File: config.mk
export PLATFORM = sky130hd
export DESIGN_NAME = shared_interrupt_line_map
export DESIGN_NICKNAME = d
export VERILOG_FILES = /design/src/rtl/spi_map_pkg.sv /design/src/rtl/spi_line_cell.sv /design/src/rtl/shared_interrupt_line_map.sv
export SDC_FILE = /design/constraint.sdc
export NUM_CORES = 1
export LEC_CHECK = 0
export BUFFER_PORTS_ARGS = -buffer_cell sky130_fd_sc_hd__buf_2
export CORE_MARGIN = 3
export CORE_UTILIZATION = 25
export DETAILED_ROUTE_END_ITERATION = 10
export PLACE_DENSITY_LB_ADDON = 0.05
export SLEW_MARGIN = 5
export SYNTH_ARGS = -nofsm -noshare
export SYNTH_HDL_FRONTEND = slang
export SYNTH_SLANG_ARGS = --single-unit
File: constraint.sdc
create_clock -name clk -period 1.4 [get_ports clk]
set_input_delay 0.14 -clock clk [delete_from_list [all_inputs] [get_ports clk]]
set_output_delay 0.14 -clock clk [all_outputs]
set_load 0.01 [all_outputs]
File: src/rtl/spi_map_pkg.sv
// Constants for the shared interrupt line map of one chip window.
// Assumes all sources and the distributor share one clock.
package spi_map_pkg;
  localparam int LINES_PER_CHIP = 480;
  localparam int LINE_GRANULE = 32;
  localparam int WINDOW_FIRST = 50;
  localparam int WINDOW_LINES = 32;
  // Offsets from chip_base_interrupt_id
  localparam int OFS_MPAM_S = 50;
  localparam int OFS_RSVD_A_LO = 51;
  localparam int OFS_RSVD_A_HI = 63;
  localparam int OFS_ADDR_XLATE = 64;
  localparam int OFS_TRACE_BUF = 65;
  localparam int OFS_MBOX_NS = 66;
  localparam int OFS_MBOX_S = 67;
  localparam int OFS_RSVD_B_LO = 68;
  localparam int OFS_RSVD_B_HI = 71;
  localparam int OFS_SYNC = 72;
  localparam int OFS_XTRIG0 = 73;
  localparam int OFS_XTRIG1 = 74;
  localparam int OFS_WDOG_S = 75;
  localparam int OFS_TIMER_S = 76;
  localparam int OFS_TIMER_NS = 77;
  localparam int OFS_NSWDOG0 = 78;
  localparam int OFS_NSWDOG1 = 79;
  localparam int OFS_UART_NS = 80;
  localparam int OFS_UART_S = 81;
  // Trigger: 1 = edge (rising), 0 = level; polarity: 1 = active high
  localparam logic [31:0] TRIG_EDGE_MASK = 32'h01C0_0000;
  localparam logic [31:0] POL_HIGH_MASK = 32'hFFFF_FFFF;
  localparam logic [31:0] RSVD_MASK = 32'h003C_3FFE;
endpackage

File: src/rtl/spi_line_cell.sv
// One shared interrupt line: registers the source and adapts it to its trigger type.
// Assumes the source is synchronous to clk.
`timescale 1ns/10ps
module spi_line_cell #(
  parameter bit IS_EDGE = 1'b0,
  parameter bit IS_RSVD = 1'b0
) (
  // Clock and reset
  input wire logic clk,
  input wire logic rst,
  // Source and line
  input wire logic src,
  output logic line
);
  logic srcDly_ff, nxt_srcDly;
  logic line_ff, nxt_line;

  always_comb begin
    nxt_srcDly = src;
    if (IS_RSVD) begin
      nxt_line = 1'b0;
    end else if (IS_EDGE) begin
      // Rising edge gives a one-cycle request
      nxt_line = src & ~srcDly_ff;
    end else begin
      nxt_line = src;
    end
  end

  always_ff @(posedge clk) begin
    if (rst) begin
      srcDly_ff <= 1'b0;
      line_ff <= 1'b0;
    end else begin
      srcDly_ff <= nxt_srcDly;
      line_ff <= nxt_line;
    end
  end

  assign line = line_ff;
endmodule

File: src/rtl/shared_interrupt_line_map.sv
// Maps peripheral interrupt sources onto one window of shared distributor lines.
// Assumes sources and distributor run on clk; chip base id is a parameter.
// Overview of operation
// - Non-secure mailbox receive interrupt drives offset 66
// - Secure mailbox receive interrupt drives offset 67
// - Secure reference timer interrupt drives offset 76
// - Non-secure reference timer interrupt drives offset 77
// - Lines numbered from chip base, 480 each
// - Each line reports its trigger and polarity
`timescale 1ns/10ps
module shared_interrupt_line_map
  import spi_map_pkg::*;
#(
  parameter int CHIP_BASE_ID = 32
) (
  // Clock and reset
  input wire logic clk,
  input wire logic rst,
  // Level sources, active high
  input wire logic mpamErrSecure,
  input wire logic addrTranslateErr,
  input wire logic traceBufIrq,
  input wire logic mboxRxNonSecure,
  input wire logic mboxRxSecure,
  input wire logic secureWatchdog,
  input wire logic refTimerSecure,
  input wire logic refTimerNonSecure,
  input wire logic nsWatchdog0,
  input wire logic nsWatchdog1,
  input wire logic uartNonSecure,
  input wire logic uartSecure,
  // Edge sources, rising edge
  input wire logic traceSyncIrq,
  input wire logic crossTrig0,
  input wire logic crossTrig1,
  // Distributor side
  output logic [WINDOW_LINES-1:0] spiLines,
  output logic [WINDOW_LINES-1:0] spiEdgeCfg,
  output logic [WINDOW_LINES-1:0] spiActiveHighCfg,
  output logic [12:0] windowBaseId
);
  // Bit position inside the window for every wired source
  localparam int LN_MPAM_S = OFS_MPAM_S - WINDOW_FIRST;
  localparam int LN_ADDR_XLATE = OFS_ADDR_XLATE - WINDOW_FIRST;
  localparam int LN_TRACE_BUF = OFS_TRACE_BUF - WINDOW_FIRST;
  localparam int LN_MBOX_NS = OFS_MBOX_NS - WINDOW_FIRST;
  localparam int LN_MBOX_S = OFS_MBOX_S - WINDOW_FIRST;
  localparam int LN_SYNC = OFS_SYNC - WINDOW_FIRST;
  localparam int LN_XTRIG0 = OFS_XTRIG0 - WINDOW_FIRST;
  localparam int LN_XTRIG1 = OFS_XTRIG1 - WINDOW_FIRST;
  localparam int LN_WDOG_S = OFS_WDOG_S - WINDOW_FIRST;
  localparam int LN_TIMER_S = OFS_TIMER_S - WINDOW_FIRST;
  localparam int LN_TIMER_NS = OFS_TIMER_NS - WINDOW_FIRST;
  localparam int LN_NSWDOG0 = OFS_NSWDOG0 - WINDOW_FIRST;
  localparam int LN_NSWDOG1 = OFS_NSWDOG1 - WINDOW_FIRST;
  localparam int LN_UART_NS = OFS_UART_NS - WINDOW_FIRST;
  localparam int LN_UART_S = OFS_UART_S - WINDOW_FIRST;

  // Window stays inside the chip's 480-line allocation
  localparam int WINDOW_BASE = CHIP_BASE_ID + WINDOW_FIRST;

  logic [WINDOW_LINES-1:0] edgeCfg_ff, nxt_edgeCfg;
  logic [WINDOW_LINES-1:0] activeHighCfg_ff, nxt_activeHighCfg;
  logic [12:0] baseId_ff, nxt_baseId;

  // Configuration is fixed; registered only so the outputs leave from flops
  always_comb begin
    nxt_edgeCfg = TRIG_EDGE_MASK;
    nxt_activeHighCfg = POL_HIGH_MASK;
    nxt_baseId = 13'(WINDOW_BASE);
  end

  // No reset needed: the values are constant and valid from the first edge
  always_ff @(posedge clk) begin
    edgeCfg_ff <= nxt_edgeCfg;
    activeHighCfg_ff <= nxt_activeHighCfg;
    baseId_ff <= nxt_baseId;
  end

  assign spiEdgeCfg = edgeCfg_ff;
  assign spiActiveHighCfg = activeHighCfg_ff;
  assign windowBaseId = baseId_ff;

  // One cell per wired source; each cell takes its trigger type from the mask,
  // so the line and the configuration reported for it cannot drift apart.
  spi_line_cell #(
    .IS_EDGE(TRIG_EDGE_MASK[LN_MPAM_S]),
    .IS_RSVD(RSVD_MASK[LN_MPAM_S])
  ) mpamSecureCell (
    .clk(clk),
    .rst(rst),
    .src(mpamErrSecure),
    .line(spiLines[LN_MPAM_S])
  );

  spi_line_cell #(
    .IS_EDGE(TRIG_EDGE_MASK[LN_ADDR_XLATE]),
    .IS_RSVD(RSVD_MASK[LN_ADDR_XLATE])
  ) addrXlateCell (
    .clk(clk),
    .rst(rst),
    .src(addrTranslateErr),
    .line(spiLines[LN_ADDR_XLATE])
  );

  spi_line_cell #(
    .IS_EDGE(TRIG_EDGE_MASK[LN_TRACE_BUF]),
    .IS_RSVD(RSVD_MASK[LN_TRACE_BUF])
  ) traceBufCell (
    .clk(clk),
    .rst(rst),
    .src(traceBufIrq),
    .line(spiLines[LN_TRACE_BUF])
  );

  spi_line_cell #(
    .IS_EDGE(TRIG_EDGE_MASK[LN_MBOX_NS]),
    .IS_RSVD(RSVD_MASK[LN_MBOX_NS])
  ) mboxNsCell (
    .clk(clk),
    .rst(rst),
    .src(mboxRxNonSecure),
    .line(spiLines[LN_MBOX_NS])
  );

  spi_line_cell #(
    .IS_EDGE(TRIG_EDGE_MASK[LN_MBOX_S]),
    .IS_RSVD(RSVD_MASK[LN_MBOX_S])
  ) mboxSecureCell (
    .clk(clk),
    .rst(rst),
    .src(mboxRxSecure),
    .line(spiLines[LN_MBOX_S])
  );

  // Edge sources: a source held high gives a single request only
  spi_line_cell #(
    .IS_EDGE(TRIG_EDGE_MASK[LN_SYNC]),
    .IS_RSVD(RSVD_MASK[LN_SYNC])
  ) traceSyncCell (
    .clk(clk),
    .rst(rst),
    .src(traceSyncIrq),
    .line(spiLines[LN_SYNC])
  );

  spi_line_cell #(
    .IS_EDGE(TRIG_EDGE_MASK[LN_XTRIG0]),
    .IS_RSVD(RSVD_MASK[LN_XTRIG0])
  ) crossTrig0Cell (
    .clk(clk),
    .rst(rst),
    .src(crossTrig0),
    .line(spiLines[LN_XTRIG0])
  );

  spi_line_cell #(
    .IS_EDGE(TRIG_EDGE_MASK[LN_XTRIG1]),
    .IS_RSVD(RSVD_MASK[LN_XTRIG1])
  ) crossTrig1Cell (
    .clk(clk),
    .rst(rst),
    .src(crossTrig1),
    .line(spiLines[LN_XTRIG1])
  );

  spi_line_cell #(
    .IS_EDGE(TRIG_EDGE_MASK[LN_WDOG_S]),
    .IS_RSVD(RSVD_MASK[LN_WDOG_S])
  ) secureWdogCell (
    .clk(clk),
    .rst(rst),
    .src(secureWatchdog),
    .line(spiLines[LN_WDOG_S])
  );

  spi_line_cell #(
    .IS_EDGE(TRIG_EDGE_MASK[LN_TIMER_S]),
    .IS_RSVD(RSVD_MASK[LN_TIMER_S])
  ) timerSecureCell (
    .clk(clk),
    .rst(rst),
    .src(refTimerSecure),
    .line(spiLines[LN_TIMER_S])
  );

  spi_line_cell #(
    .IS_EDGE(TRIG_EDGE_MASK[LN_TIMER_NS]),
    .IS_RSVD(RSVD_MASK[LN_TIMER_NS])
  ) timerNsCell (
    .clk(clk),
    .rst(rst),
    .src(refTimerNonSecure),
    .line(spiLines[LN_TIMER_NS])
  );

  spi_line_cell #(
    .IS_EDGE(TRIG_EDGE_MASK[LN_NSWDOG0]),
    .IS_RSVD(RSVD_MASK[LN_NSWDOG0])
  ) nsWdog0Cell (
    .clk(clk),
    .rst(rst),
    .src(nsWatchdog0),
    .line(spiLines[LN_NSWDOG0])
  );

  spi_line_cell #(
    .IS_EDGE(TRIG_EDGE_MASK[LN_NSWDOG1]),
    .IS_RSVD(RSVD_MASK[LN_NSWDOG1])
  ) nsWdog1Cell (
    .clk(clk),
    .rst(rst),
    .src(nsWatchdog1),
    .line(spiLines[LN_NSWDOG1])
  );

  spi_line_cell #(
    .IS_EDGE(TRIG_EDGE_MASK[LN_UART_NS]),
    .IS_RSVD(RSVD_MASK[LN_UART_NS])
  ) uartNsCell (
    .clk(clk),
    .rst(rst),
    .src(uartNonSecure),
    .line(spiLines[LN_UART_NS])
  );

  spi_line_cell #(
    .IS_EDGE(TRIG_EDGE_MASK[LN_UART_S]),
    .IS_RSVD(RSVD_MASK[LN_UART_S])
  ) uartSecureCell (
    .clk(clk),
    .rst(rst),
    .src(uartSecure),
    .line(spiLines[LN_UART_S])
  );

  // Reserved positions get a cell tied low, so every window bit has one flop
  // driver and the distributor never sees a request there.
  genvar i;
  generate
    for (i = 0; i < WINDOW_LINES; i++) begin : g_rsvd
      if (RSVD_MASK[i]) begin : g_tie
        spi_line_cell #(
          .IS_EDGE(TRIG_EDGE_MASK[i]),
          .IS_RSVD(1'b1)
        ) rsvdCell (
          .clk(clk),
          .rst(rst),
          .src(1'b0),
          .line(spiLines[i])
        );
      end
    end
  endgenerate
endmodule

Word level (Yosys, flattened, before mapping)
Index checks and enable logic that the tools add are counted.
{"block": "totals", "regBits": 18, "out_inout_bits": 109, "inputBits": 17}
{"block": "classes", "bitwise_logic": 6}
{"operator": "1-bit AND", "n": 3}
{"operator": "1-bit inverter", "n": 3}

Logic depth before layout (Yosys ltp)
{"block": "depth", "ltp_word": 2, "ltp_mapped": 2, "mapped_depth_nobuf": 1}

Modules after synthesis
A second synthesis with hierarchy kept.
{"block": "hier_totals", "hier_cells": 149, "hier_area_um2": 1358.8}
{"module": "shared_interrupt_line_map", "area_per_inst_um2": 585.6, "cells_each": 79, "instances": 1}
{"module": "spi_line_cell (addrXlateCell ...)", "area_per_inst_um2": 33.8, "cells_each": 2, "instances": 12}
{"module": "spi_line_cell (g_rsvd[10].g_tie.rsvdCell ...)", "area_per_inst_um2": 11.3, "cells_each": 2, "instances": 17}
{"module": "spi_line_cell (crossTrig0Cell ...)", "area_per_inst_um2": 58.8, "cells_each": 4, "instances": 3}

Worst setup path after synthesis
No wires, ideal clock.
{"block": "synth_path", "path_type": "reg-to-output", "start": "register mpamSecureCell.line_ff (netlist: mpamSecureCell.line)", "end": "output port spiLines[0]", "required_time_ns": 1.260, "n_path_buf": 1, "setup_slack_ns": 0.859, "arrival_ns": 0.401, "stages_incl_launch_ff": 2, "cell_sequence": "dfxtp_1 > buf_4"}
{"item": "start: declaration", "line": "spi_line_cell.sv:16", "rtl": "logic line_ff, nxt_line;"}
{"item": "start signal: assignment", "line": "spi_line_cell.sv:36", "rtl": "line_ff <= nxt_line;"}
{"item": "end: declaration", "line": "shared_interrupt_line_map.sv:37", "rtl": "output logic [WINDOW_LINES-1:0] spiLines,"}
No word-level cell between the ends.

Worst setup path in the final report
{"block": "layout_path", "start": "register addrXlateCell.line_ff (netlist: addrXlateCell.line)", "end": "output port spiLines[14]"}
{"item": "start: declaration", "line": "spi_line_cell.sv:16"}
{"item": "start signal: assignment", "line": "spi_line_cell.sv:36"}
No word-level cell between the ends.

==> impl_metrics.ini <==
[route]
vias = 581
routedWlPerCell_microns = 7.688
first_pass_iters = 3
wirelength_microns = 1776
post-route-drc-count = 0
drt_iter0_drc = 8
antenna_left = 0
via_per_inst = 2.515

[place]
place_area_sq_um = 1090
gp_congestion = 0.5738
portBuffers = 31
place_hpwl_microns = 1526

[yosys]
synth_most_common_cell = buf_4
yosys_most_used_dff = dfxtp_1
yosysWarnings = 0
synth_edf_count = 0
synth_seq_cells = 18
synthTopCellsByArea = buf_4 (61%), dfxtp_1 (27%), nor2b_1 (4.7%)
avgSynthCellArea_sq_um = 9.020
ys_types = 7
async_reset_ff_share_pct = 0
netlist_instances = 148
synth.yosys.seq_area_share_pct = 26.99
synth_top_area_share_pct = 61.29
netlist_top_cells_count = buf_4 (109), dfxtp_1 (18), nor2b_1 (10), and2b_1 (5), nor3b_2 (3)
synth_area_leader_cell = buf_4
synthesis.area_sq_um = 1335

[clock_tree]
cts_root_buf = clkbuf_8
clk_path_buf_depth = 2
htree_levels = 1
cts-hold-fix-buffers = 0
cts-buffers-inserted = 3
clock_sinks = 18
clock_latency_ns = 0.25
post_cts_resized = 0
clk_pin_slew_ns = 0.06
cts_setup_buffers = 0
cts_tree = done

[global_route]
grt_remaining_overflow = 0
first_global_vias = 469
grt_antenna_before_repair = 0
grt_pass1_wl_microns = 2304
grt_max_degree = 19
gr-usage-all-layers_pct = 4.778

[hold_path]
hp-class = input pin to flop
whs_endpoint = secureWdogCell.line
holdCritStartpoint = secureWatchdog
min_path_cells = 2

[worst_setup_path]
reg2reg_setup_slack_ns = 0.88
r2r_end = crossTrig1Cell.line
path_buf_inv = 1
path_max_fanout = 1
crit_chain = buf_2
cp-end-kind = output pin
reg2reg_depth = 1
critPathRequiredTime_ns = 1.26
worstSetupPathType = flop to output pin
crit_arrival_ns = 0.70
cpLargestDelayFamily = flip-flops
setup.worst_path.start_class = flop
r2r_start = crossTrig1Cell.srcDly_ff
cpPeakStageDelay_ns = 0.32
slowest_stage = dfxtp_1

[outcome]
status = finished clean

[sta]
finalCriticalPeriod_ns = 0.8359
hold_violations = 0
rsz0062_at_grt = no
final_max_slew_viol_count = 0
setup_viol = 0
finalCritPeriodShare_pct = 59.71
timing.setup.tns_ns = 0
fin_worst_skew_ns = 0.0001399
clock.fmax_ghz = 1.196

[final_layout]
area_growth_syn_to_layout_pct = -15.28
diodes = 0
drive_gt1_share_pct = 22.56
fin_nets = 183
final_area_sq_um = 1131

[power_and_ir_drop]
pwr-share-clk_pct = 31.6
vdd_drop_max_uv = 262.4
p_leak_nw = 0.6703
power.switching_mw = 0.3191
comb_power_share_pct = 18.5
p_sw_share_pct = 29.11
p_int_mw = 0.7769
p_per_area_nw_per_um2 = 968.9
seqPwrFrac_pct = 49.9

[floorplanning]
placeableCoreArea_sq_um = 4942
start_util_pct = 27.01
die_x_microns = 79.08
die_y_microns = 79.08
ios = 126
fp.dieArea_sq_um = 6253
num_rows = 25

[flow_run]
maxCapViolCount = 0
==> layout by cell type (no fill, tap or decap), drive strengths merged <==
master	synthesis	layout
nor3b	3	3
conb	2	94
clkbuf	0	3
and2b	5	5
buf	110	31
dfxtp	18	18
nor2b	10	10
==> state kept, by name (all words and copies together) (netlist names) <==
name,count
mboxNsCell.line,1
addrXlateCell.line,1
crossTrig0Cell.line,1
secureWdogCell.line,1
mpamSecureCell.line,1
traceSyncCell.line,1
crossTrig0Cell.srcDly_ff,1
crossTrig1Cell.srcDly_ff,1
nsWdog0Cell.line,1
mboxSecureCell.line,1
uartNsCell.line,1
timerSecureCell.line,1
traceSyncCell.srcDly_ff,1
traceBufCell.line,1
uartSecureCell.line,1
timerNsCell.line,1
nsWdog1Cell.line,1
crossTrig1Cell.line,1
==> per-layer routing <==
layer | track usage (%) | share of wire (%) | vias to the layer above
li1 | - | - | 273
met5 | 0 | 0 | -
met2 | 9.596 | 57 | 65
met1 | 4.152 | 26 | 243
met4 | 2.062 | 0 | 0
met3 | 1.701 | 17 | 0
==> worst max-delay path by stage <==
stage                             start                to  slack, ns  depth (start not counted)
finish               addrXlateCell.line      spiLines[14]       0.56                          1
global route        secureWdogCell.line      spiLines[25]       0.53                          1
CTS                  addrXlateCell.line      spiLines[14]       0.54                          1
detailed placement                  rst  timerNsCell.line       0.61                          2
global placement                    rst  nsWdog1Cell.line       0.62                          2
floorplan           mpamSecureCell.line       spiLines[0]       0.86                          1
==> area by class of cell <==
type	count	area, sq um
fill	574	3811
multi-input combinational	112	490.5
sequential	18	360.3
timing repair buffer	31	155.1
tap	67	83.83
clock buffer	3	41.29
==> power groups by stage <==
stage                     Sequential [mW]  Combinational [mW]  Clock, mW
after floorplan                     0.557               0.374          0
after global placement              0.559               0.196          0
after global routing                0.550               0.225      0.388
after CTS                           0.548               0.196      0.368
after detailed placement            0.559               0.196          0
final                               0.547               0.203      0.346
==> stage by stage <==
step                hold WS, ns  utilization (%)  std cells  power [mW]  setup WS (ns)
global route            0.08670            22.89        231       1.162         0.5312
finish                  0.09630            22.89        231       1.096         0.5641
floorplan                0.2116                -        240      0.9317         0.8588
global placement         0.3471            22.05        228      0.7547         0.6203
CTS                     0.09082            22.89        231       1.112         0.5385
detailed placement       0.3512            22.05        228      0.7551         0.6130
==> logic make-up (layout without fill, tap and decap cells) <==
family	count (synthesis)	after routing	synth area share, %
AND/OR/NAND/NOR	18	18	10.31
flip-flops	18	18	26.99
other	2	94	0.5625
buffers and inverters	110	34	62.14
(Power assumes the default switching activity.)
